==> config.mk <==
export PLATFORM = sky130hd
export DESIGN_NAME = window_watchdog
export DESIGN_NICKNAME = d
export VERILOG_FILES = /design/src/wwd_pkg.sv /design/src/window_watchdog.sv
export SDC_FILE = /design/constraint.sdc
export NUM_CORES = 1
export LEC_CHECK = 0
export ABC_AREA = 0
export BUFFER_PORTS_ARGS = -buffer_cell sky130_fd_sc_hd__buf_2
export CAP_MARGIN = 15
export CELL_PAD_IN_SITES_DETAIL_PLACEMENT = 1
export CELL_PAD_IN_SITES_GLOBAL_PLACEMENT = 2
export CORE_MARGIN = 3
export CORE_UTILIZATION = 31
export DETAILED_ROUTE_END_ITERATION = 8
export PLACE_DENSITY_LB_ADDON = 0.1
export RECOVER_POWER = 100
export SLEW_MARGIN = 20
export SYNTH_ARGS = -nofsm -noshare
export SYNTH_HDL_FRONTEND = slang
export SYNTH_SLANG_ARGS = --single-unit
==> constraint.sdc <==
create_clock -name pclk -period 2.74 [get_ports pclk]
set_clock_uncertainty 0.1 [all_clocks]
set_input_delay 0.274 -clock pclk [delete_from_list [all_inputs] [get_ports pclk]]
set_output_delay 0.274 -clock pclk [all_outputs]
set_load 0.01 [all_outputs]
==> src/wwd_pkg.sv <==
// constants for the window watchdog: register map, fields, reset values
package wwd_pkg;
    // register byte offsets
    localparam logic [7:0] OFF_CTRL = 8'h00;
    localparam logic [7:0] OFF_CFG = 8'h04;
    localparam logic [7:0] OFF_WARN = 8'h08;
    localparam logic [7:0] OFF_EVT = 8'h0c;
    localparam logic [7:0] OFF_CLR = 8'h10;
    localparam logic [7:0] OFF_EN = 8'h14;
    // field positions
    localparam int CTRL_ARM_BIT = 7;
    localparam int CFG_EWE_BIT = 9;
    localparam int CFG_DIV_LSB = 7;
    localparam int CNT_MSB_BIT = 6;
    localparam int EVT_WARN_BIT = 0;
    localparam int EVT_FAULT_BIT = 1;
    localparam int EVT_W = 2;
    // reset values
    localparam logic [6:0] COUNT_RST = 7'h7f;
    localparam logic [6:0] WINDOW_RST = 7'h7f;
    localparam logic [1:0] DIV_RST = 2'h0;
    localparam logic [EVT_W-1:0] EVT_EN_RST = 2'h0;
    // counter values of interest
    localparam logic [6:0] WARN_COUNT = 7'h40;
    localparam logic [6:0] LAST_SAFE = 7'h3f;
    // base prescale in bus clock cycles (one tick at divider code 00)
    localparam int PRESC_BASE = 4096;
    localparam int PRESC_W = 15;
endpackage

==> src/window_watchdog.sv <==
// window watchdog: free-running 7-bit downcounter with refresh window, APB slave
`timescale 1ns/100ps
module window_watchdog #(
    parameter int BASE_CYCLES = wwd_pkg::PRESC_BASE
) (
    input wire logic pclk,
    input wire logic presetn,
    input wire logic psel,
    input wire logic penable,
    input wire logic pwrite,
    input wire logic [7:0] paddr,
    input wire logic [31:0] pwdata,
    input wire logic dbg_halt,
    input wire logic halt_freeze_cfg,
    output logic [31:0] prdata,
    output logic pready,
    output logic pslverr,
    output logic irq,
    output logic wdg_reset_req
);
    import wwd_pkg::*;

    logic arm_q, arm_d;
    logic [6:0] cnt_q, cnt_d;
    logic [6:0] win_q, win_d;
    logic [1:0] div_q, div_d;
    logic ewe_q, ewe_d;
    logic flag_q, flag_d;
    logic fault_q, fault_d;
    logic [EVT_W-1:0] en_q, en_d;
    logic [PRESC_W-1:0] pre_q, pre_d;
    logic rst_q, rst_d;
    logic irq_q, irq_d;
    logic rdy_q, rdy_d;
    logic err_q, err_d;
    logic [31:0] rd_q, rd_d;
    logic tick, wr, wr_ctrl, wr_cfg, wr_warn, wr_clr, wr_en, mapped;
    logic [PRESC_W-1:0] pre_last;
    logic [EVT_W-1:0] evt;

    // apb decode; a write lands at the edge where the access completes
    always_comb begin
        mapped = (paddr == OFF_CTRL) || (paddr == OFF_CFG) || (paddr == OFF_WARN)
            || (paddr == OFF_EVT) || (paddr == OFF_CLR) || (paddr == OFF_EN);
        wr = psel && penable && pwrite && rdy_q && mapped;
        wr_ctrl = wr && (paddr == OFF_CTRL);
        wr_cfg = wr && (paddr == OFF_CFG);
        wr_warn = wr && (paddr == OFF_WARN);
        wr_clr = wr && (paddr == OFF_CLR);
        wr_en = wr && (paddr == OFF_EN);
    end

    // prescaler; frozen while halted if so selected
    always_comb begin
        pre_last = PRESC_W'((BASE_CYCLES << div_q) - 1);
        tick = (pre_q == pre_last) && !(dbg_halt && halt_freeze_cfg);
        pre_d = pre_q;
        if (!(dbg_halt && halt_freeze_cfg)) begin
            // a counter write leaves the phase alone, so refresh timing jitters
            pre_d = tick ? '0 : pre_q + 1'b1;
            // a divider change can leave the phase above the new end; restart then,
            // but only while running, so a frozen phase stays put
            if (pre_q > pre_last) begin
                pre_d = '0;
            end
        end
    end

    // counter, arm latch, configuration
    always_comb begin
        arm_d = arm_q;
        cnt_d = cnt_q;
        win_d = win_q;
        div_d = div_q;
        ewe_d = ewe_q;
        if (tick) begin
            cnt_d = cnt_q - 1'b1;
        end
        if (wr_ctrl) begin
            cnt_d = pwdata[6:0];
            arm_d = arm_q | pwdata[CTRL_ARM_BIT];
        end
        if (wr_cfg) begin
            win_d = pwdata[6:0];
            div_d = pwdata[CFG_DIV_LSB +: 2];
            ewe_d = ewe_q | pwdata[CFG_EWE_BIT];
        end
    end

    // reset request: timeout, early refresh, or write with msb clear
    always_comb begin
        rst_d = 1'b0;
        if (arm_q && tick && !wr_ctrl && cnt_q == WARN_COUNT) begin
            rst_d = 1'b1;
        end
        if (wr_ctrl && arm_q && cnt_q > win_q) begin
            rst_d = 1'b1;
        end
        if (wr_ctrl && (arm_q | pwdata[CTRL_ARM_BIT]) && !pwdata[CNT_MSB_BIT]) begin
            rst_d = 1'b1;
        end
    end

    // warn flag and event status; a set in the clear cycle wins
    always_comb begin
        flag_d = flag_q;
        fault_d = fault_q;
        en_d = en_q;
        if (wr_warn && !pwdata[0]) begin
            flag_d = 1'b0;
        end
        if (wr_clr && pwdata[EVT_WARN_BIT]) begin
            flag_d = 1'b0;
        end
        if (wr_clr && pwdata[EVT_FAULT_BIT]) begin
            fault_d = 1'b0;
        end
        if (tick && !wr_ctrl && cnt_q == WARN_COUNT + 7'h01) begin
            flag_d = 1'b1;
        end
        // sticky record that this block asked for a system reset
        if (rst_d) begin
            fault_d = 1'b1;
        end
        if (wr_en) begin
            en_d = pwdata[EVT_W-1:0];
        end
        evt = {fault_q, flag_q};
        // warn request needs arm and warn enable; mask register gates both
        irq_d = (flag_q && ewe_q && arm_q && en_q[EVT_WARN_BIT])
            || (fault_q && en_q[EVT_FAULT_BIT]);
    end

    // read mux and apb answer one cycle into the access phase
    always_comb begin
        rdy_d = psel && penable && !rdy_q;
        err_d = psel && penable && !rdy_q && !mapped;
        rd_d = '0;
        if (psel && penable && !rdy_q && !pwrite) begin
            unique case (paddr)
                OFF_CTRL: rd_d = {24'h000000, arm_q, cnt_q};
                OFF_CFG: rd_d = {22'h000000, ewe_q, div_q, win_q};
                OFF_WARN: rd_d = {31'h00000000, flag_q};
                OFF_EVT: rd_d = {30'h00000000, evt};
                OFF_EN: rd_d = {30'h00000000, en_q};
                default: rd_d = '0; // clear register and unmapped read zero
            endcase
        end
    end

    // state registers
    always_ff @(posedge pclk or negedge presetn) begin
        if (!presetn) begin
            arm_q <= 1'b0;
            cnt_q <= COUNT_RST;
            win_q <= WINDOW_RST;
            div_q <= DIV_RST;
            ewe_q <= 1'b0;
            flag_q <= 1'b0;
            fault_q <= 1'b0;
            en_q <= EVT_EN_RST;
            pre_q <= '0;
            rst_q <= 1'b0;
            irq_q <= 1'b0;
            rdy_q <= 1'b0;
            err_q <= 1'b0;
            rd_q <= '0;
        end else begin
            arm_q <= arm_d;
            cnt_q <= cnt_d;
            win_q <= win_d;
            div_q <= div_d;
            ewe_q <= ewe_d;
            flag_q <= flag_d;
            fault_q <= fault_d;
            en_q <= en_d;
            pre_q <= pre_d;
            rst_q <= rst_d;
            irq_q <= irq_d;
            rdy_q <= rdy_d;
            err_q <= err_d;
            rd_q <= rd_d;
        end
    end

    assign prdata = rd_q;
    assign pready = rdy_q;
    assign pslverr = err_q;
    assign irq = irq_q;
    assign wdg_reset_req = rst_q;
endmodule

==> summary.txt, run 1 <==
Outcome
  – Outcome: finished, final reports clean

Final layout
  – Syn-to-layout area delta: 10.9%
  – Multi-input gate area: 1450 µm²
  – Post-route cell area: between 3000 and 4000 µm²
  – Sequential standard cell area: roughly 1300 µm²
  – Most frequent cells in the layout: 42 x nand2_1, 37 x dfrtp_1, 26 x nand3_1
  – FILL cells: about 1100
  – Commonest non-fill, non-tap cell in the layout: nand2_1
  – Share of layout cells above drive strength 1: 17.6%
  – Antenna cell count: 0
  – Final nets: 422

STA
  – Setup TNS: 0 ps
  – Finish-stage setup viols: 0
  – F_max: 0.418 GHz
  – Unrepaired setup endpoints after global routing: no
  – Slew HR: 2.02%
  – Pins over their slew limit: 0
  – Final cycle utilization of the critical path: 87.3%
  – Fin worst setup slack: 347 ps
  – Tightest Pin Transition: 1470 ps
  – Final Hold Viols: 0
  – Fin crit period: 2390 ps

Pwr
  – PD cells: 595 nW/µm²
  – Pint: 1.27 mW
  – Power share of the clock group: 24.3%
  – Switching Fraction: between 30% and 40%
  – Pleak: 1.54 nW
  – Final Power: between 1.5 and 2 mW
  – Switching Power: slightly below 0.7 mW
  – Part of the power in registers: 49.7%
  – Logic pwr share: 26.0%
  – VDD IR max: 0.398 mV

Route
  – ANT nets after route: 0
  – DR DRC count: 0
  – Routed WL: about 7.4 mm
  – Drt via density: 4.79
  – Initial drt markers: 65
  – Wire length per cell: approximately 15 µm
  – First drt pass iteration count: 4
  – Vias: ~2300

Placed design
  – Setup slack at placement: 343 ps
  – GPL Wtd Cong: 0.738
  – Buffers on Ports: 38
  – DP Wirelength: 5.66 mm
  – DP Area: 3240 µm²

Floorplanning
  – DIE WIDTH: 104 µm
  – Die Y: a little over 100 µm
  – Die Area: 10700 µm²
  – Io pins: between 80 and 90
  – Core area: 8980 µm²
  – Starting Density: between 30% and 40%
  – FP Rows: 34

Worst setup path
  – Critical path depth: 7
  – Worst Setup Start Kind: flip-flop
  – Crit end category: flip-flop
  – Buf+Inv Stages, Crit Path: 1
  – Worst path top cell family by delay: compound AO/OA/AOI/OAI gates
  – Worst setup path class: reg -> reg
  – Crit path max fanout: 10
  – Worst R2R Path Depth: 7
  – WP data required: around 2800 ps
  – Cells along the critical path: inv_1 -> ha_1 -> a21o_1 -> a21oi_1 -> a21boi_2 -> nand2_1 -> o41ai_1
  – Crit-path slowest cell: dfrtp_1
  – Largest stage delay on the critical path: 430 ps
  – Worst path arrival time: 2480 ps

Global routing
  – Largest net degree at the start of global routing: 28
  – All-Layer GR Usage: 13.9%
  – Global route overflow: 0
  – First-pass GRT wire length: 12.2 mm
  – Initial antenna violation count: 0
  – Vias in the first global route: 2353

Synth
  – Post-synthesis mux area share: under 10%
  – Register area share after synthesis: 43.8%
  – Synth Warn #: 0
  – Simple-gate share of the synthesized area: about a quarter
  – Post-synthesis compound-gate area fraction: between 10% and 20%
  – Largest family of logic cells by synthesized area: simple AND/OR/NAND/NOR gates
  – Synth Area in Adders: under 10%
  – Post-synth EDFFs: 0
  – Leading register cell type out of synthesis: dfrtp_1
  – Avg Inst Size Synth: 9.26 µm²
  – Mapped Cells: 319
  – Post-Synth XOR/XNOR Area: under 10%
  – Number of synthesized register bits: 51
  – Post-synthesis async set-or-reset flop share: 100%
  – Synth unique cells: 50
  – Mapped Area: 2950 µm²

Clocking
  – Setup Fix Bufs, Post-CTS: 0
  – Cts bufs inserted: 5
  – Reg clk slew, reported paths: 100 ps
  – TritonCTS sink count: 51
  – CTS tree: built
  – Post-CTS sizing: 0
  – CTS H-tree depth: 2
  – Root Buffer: clkbuf_8
  – Clk_lat worst skew: 300 ps
  – Largest buffer count on any clock path: 2

Run
  – Maxcap violations: 0

Hold path
  – Hold Path Class: in -> reg
  – Hold path depth: 2
synthesized netlist by cell type (all sizes together), types with 8 or more instances:
cell type | count | area, µm²
o21ai | 17 | 85.1
ha | 13 | 163
buf | 27 | 189
inv | 12 | 45.0
nand4 | 8 | 50.1
a21oi | 11 | 55.1
nand2 | 42 | 158
dfstp | 14 | 368
nor2 | 26 | 100
a22oi | 9 | 67.6
dfrtp | 37 | 926
nand3 | 26 | 143
through the flow:
stage	hold WS, ps	util (%)	std cells
after floorplan	-122	-	340
after global placement	219	36.1	480
after detailed placement	222	36.1	480
after CTS	55.1	37.3	489
after global routing	65.5	36.5	489
final	63.2	36.5	489
metal layers:
metal / wire [µm] / global-route usage [%] / vias up
met1: 3480 / 18.5 / 1129
met4: 38 / 2.85 / 0
li1: - / - / 1171
met2: 3640 / 23.7 / 38
met5: 0 / 0 / -
met3: 241 / 2.61 / 2
flip-flops by register name, indices dropped and copies added, names as in the netlist, 2 cells and up:
register / count
div_q: 2
prdata: 10
en_q: 2
pre_q: 15
cnt_q: 7
win_q: 7
power by group through the flow:
| stage | Combinational [mW] | Clock (mW) | Sequential (mW) |
|---|---|---|---|
| 5_1_grt | 0.594 | 0.529 | 0.986 |
| 2_1_floorplan | 0.425 | 0 | 0.950 |
| 4_1_cts | 0.547 | 0.499 | 0.968 |
| 6_report | 0.507 | 0.474 | 0.968 |
| 3_5_place_dp | 0.542 | 0 | 0.984 |
| 3_3_place_gp | 0.530 | 0 | 0.980 |
final cells by class:
class	count	area share, %
Clock buffer	6	2.52
Clock inverter	2	0.458
Inverter	12	1.37
Multi-Input combinational cell	244	44.3
Sequential cell	51	39.5
Tap cell	126	4.81
Timing Repair Buffer	48	7.10
worst register-to-register path, delay by kind of cell, from the launching register on:
family	cells	cell delay [ps]
AOI/OAI and AO/OA	4	1140
adders and majority gates	1	330
buffers and inverters	1	80
DFF	1	430
and+or+nand+nor	1	200
timing repair:
action | CTS | global route
endpoints found under the hold margin | 12 | 0
setup endpoints to repair | 0 | 0
hold buffers | 1 | 0
cell families (layout without fill, tap and decap cells):
group                      Yosys count  after routing
adders and majority gates           13             13
buffers and inverters               45             68
DFF                                 51             51
xor gates and xnor gates             8              8
and+or+nand+nor                    140            140
muxes                                8              8
AOI/OAI and AO/OA                   53             53
other                                1             22
worst paths after layout:
| check | from | end | slack (ps) |
|---|---|---|---|
| worst max-delay path | div_q[1] | pre_q[7] | 350 |
| worst min-delay path | pwdata[9] | ewe_q | 60 |
| worst max register to register | div_q[1] | pre_q[7] | 350 |
| worst min register to register | ewe_q | ewe_q | 390 |
| max in group asynchronous | presetn | cnt_q[6] | 670 |
| min in group asynchronous | presetn | prdata[0] | 740 |
Note: power is estimated with default switching activity, not from simulation.
==> run 2, diff against run 1 <==
Settings changed: CORE_UTILIZATION 31 to 33.
Clock period 2.74 ns to 3.1 ns, I/O delays scaled along.
==> summary.txt, run 2 (synthesized netlist as in run 1, its figures left out) <==
Outcome
  – Outcome: finished, final reports clean (unchanged)

Route
  – ANT nets after route: 0 (unchanged)
  – DR DRC count: 0 (unchanged)
  – Initial drt markers: 65 (unchanged)
  – First drt pass iteration count: 4 (unchanged)
  – Drt via density: 5.05 (was 4.79)
  – Vias: 2353 (was 2340)
  – Routed WL: 7.28 mm (was 7.40 mm)
  – Wire length per cell: 15.6 µm (was 15.1 µm)

Global routing
  – Initial antenna violation count: 0 (unchanged)
  – Vias in the first global route: 2414 (was 2353)
  – First-pass GRT wire length: 12.3 mm (was 12.2 mm)
  – Largest net degree at the start of global routing: 22 (was 28)
  – Global route overflow: 0 (unchanged)
  – All-Layer GR Usage: 15.2% (was 13.9%)

Floorplanning
  – DIE WIDTH: 101 µm (was 104 µm)
  – Starting Density: 34.9% (was 32.9%)
  – FP Rows: 33 (was 34)
  – Die Area: 10100 µm² (was 10700 µm²)
  – Core area: 8460 µm² (was 8980 µm²)
  – Die Y: 101 µm (was 104 µm)
  – Io pins: 83 (unchanged)

Worst setup path
  – Reg2reg start: div_q[1] (unchanged)
  – Reg2reg setup slack: 570 ps (was 350 ps)
  – End of the worst register-to-register path: pre_q[5] (was pre_q[7])
  – Worst R2R Path Depth: 8 (was 7)
  – WP data required: 3230 ps (was 2830 ps)
  – Worst Setup Start Kind: flip-flop (unchanged)
  – Crit end category: flip-flop (unchanged)
  – Worst setup path class: reg -> reg (unchanged)
  – Worst path arrival time: 2660 ps (was 2480 ps)
  – Crit path max fanout: 10 (unchanged)

Clocking
  – Reg clk slew, reported paths: 100 ps (about the same)
  – Post-CTS sizing: 0 (unchanged)
  – CTS H-tree depth: 2 (unchanged)
  – Cts bufs inserted: 5 (unchanged)
  – Clk_lat worst skew: 300 ps (about the same)
  – CTS tree: built (unchanged)
  – Largest buffer count on any clock path: 2 (unchanged)
  – Root Buffer: clkbuf_8 (unchanged)
  – TritonCTS sink count: 51 (unchanged)

Hold path
  – HP Start: pwdata[9] (unchanged)
  – Hold Path Class: in -> reg (unchanged)
  – Hold path depth: 2 (unchanged)
  – Hold EP: ewe_q (unchanged)

Pwr
  – Pint: 1.19 mW (was 1.27 mW)
  – Part of the power in registers: 47.6% (was 49.7%)
  – Switching Power: 0.614 mW (was 0.684 mW)
  – Switching Fraction: 34.0% (was 35.1%)
  – VDD IR max: 0.352 mV (was 0.398 mV)
  – Power share of the clock group: 27.0% (was 24.3%)
  – PD cells: 552 nW/µm² (was 595 nW/µm²)
  – Pleak: 1.54 nW (about the same)
  – Logic pwr share: 25.4% (was 26.0%)

Final layout
  – Final Non-Filler Cells: 466 (was 489)
  – FILL cells: 990 (was 1079)
  – Max reg flops: 15 (unchanged)
  – Most frequent cells in the layout: 42 x nand2_1, 37 x dfrtp_1, 26 x nand3_1 (unchanged)
  – Reg with most FFs: pre_q (unchanged)
  – Multi-input gate area: 1470 µm² (was 1450 µm²)
  – Antenna cell count: 0 (unchanged)
  – Commonest non-fill, non-tap cell in the layout: nand2_1 (unchanged)
  – Sequential standard cell area: 1290 µm² (unchanged)
  – Final nets: 420 (was 422)
  – Syn-to-layout area delta: 10.6% (was 10.9%)
  – Share of layout cells above drive strength 1: 16.9% (was 17.6%)

Placed design
  – GPL Wtd Cong: 0.769 (was 0.738)
  – Placed cells: 457 (was 480)
  – Buffers on Ports: 38 (unchanged)
  – DP Wirelength: 5.66 mm (about the same)

STA
  – Slew HR: 12.9% (was 2.02%)
  – Tightest Pin Transition: 1310 ps (was 1470 ps)
  – Unrepaired setup endpoints after global routing: no (unchanged)
  – Fin crit period: 2530 ps (was 2390 ps)
  – Pins over their slew limit: 0 (unchanged)
  – Final Hold Viols: 0 (unchanged)
  – Finish-stage setup viols: 0 (unchanged)
  – Final cycle utilization of the critical path: 81.5% (was 87.3%)
  – F_max: 0.396 GHz (was 0.418 GHz)
  – Setup TNS: 0 ps (unchanged)

Run
  – Maxcap violations: 0 (unchanged)
## run 2: timing repair
item	in CTS	in global routing
setup buffers	0	0
hold buffers	1	0
hold endpoints to repair	13	0
## run 2: area by class of cell
| cell class | count | area share, % |
|---|---|---|
| clock buffer | 6 | 2.53 |
| clock inverter | 2 | 1.07 |
| inverter | 12 | 1.38 |
| multi-input combinational | 244 | 44.8 |
| sequential | 51 | 39.6 |
| tap | 105 | 4.02 |
| timing repair buffer | 46 | 6.58 |
## run 2: layer usage
layer	global-route usage, %	part of all wire, %	vias to the layer above	wire, µm
met1	19.9	47	1150	3400
met5	0	0	-	0
met2	26.2	49	32	3600
li1	-	-	1165	-
met4	3.42	0.89	0	65
met3	2.56	2.9	6	209
## run 2: through the flow
step / utilization, % / setup slack [ps] / power, mW / hold WS [ps] / instance area, µm²
2_1_floorplan: - / 1080 / 1.22 / -85.6 / 3030
3_3_place_gp: 37.8 / 757 / 1.32 / 230 / 3200
3_5_place_dp: 37.8 / 684 / 1.34 / 230 / 3200
4_1_cts: 39.3 / 654 / 1.85 / 82.5 / 3320
5_1_grt: 38.6 / 313 / 1.95 / 97.0 / 3270
6_report: 38.6 / 572 / 1.80 / 100 / 3270
## run 2: worst max path at each step
stage / start / to / slack, ps / cells after the start
2_1_floorplan: div_q[1] / pre_q[10] / 1080 / 7
3_3_place_gp: div_q[1] / pre_q[8] / 760 / 7
3_5_place_dp: div_q[1] / pre_q[7] / 680 / 7
4_1_cts: div_q[1] / pre_q[7] / 650 / 7
5_1_grt: div_q[1] / pre_q[5] / 310 / 8
6_report: div_q[1] / pre_q[5] / 570 / 8
## run 2: power by group through the flow
stage	Combinational [mW]	Clock (mW)	Sequential, mW
3_5_place_dp	0.473	0	0.872
5_1_grt	0.530	0.543	0.877
2_1_floorplan	0.376	0	0.840
6_report	0.458	0.487	0.860
3_3_place_gp	0.456	0	0.868
4_1_cts	0.474	0.518	0.861
## run 2: critical path: stages (launching register included)
cell and delay (ps):
dfrtp_1 410, inv_1 80, ha_1 320, a21o_1 180, a21oi_1 200, a21boi_2 430
clkbuf_1 410, a21oi_1 120, a21oi_1 200
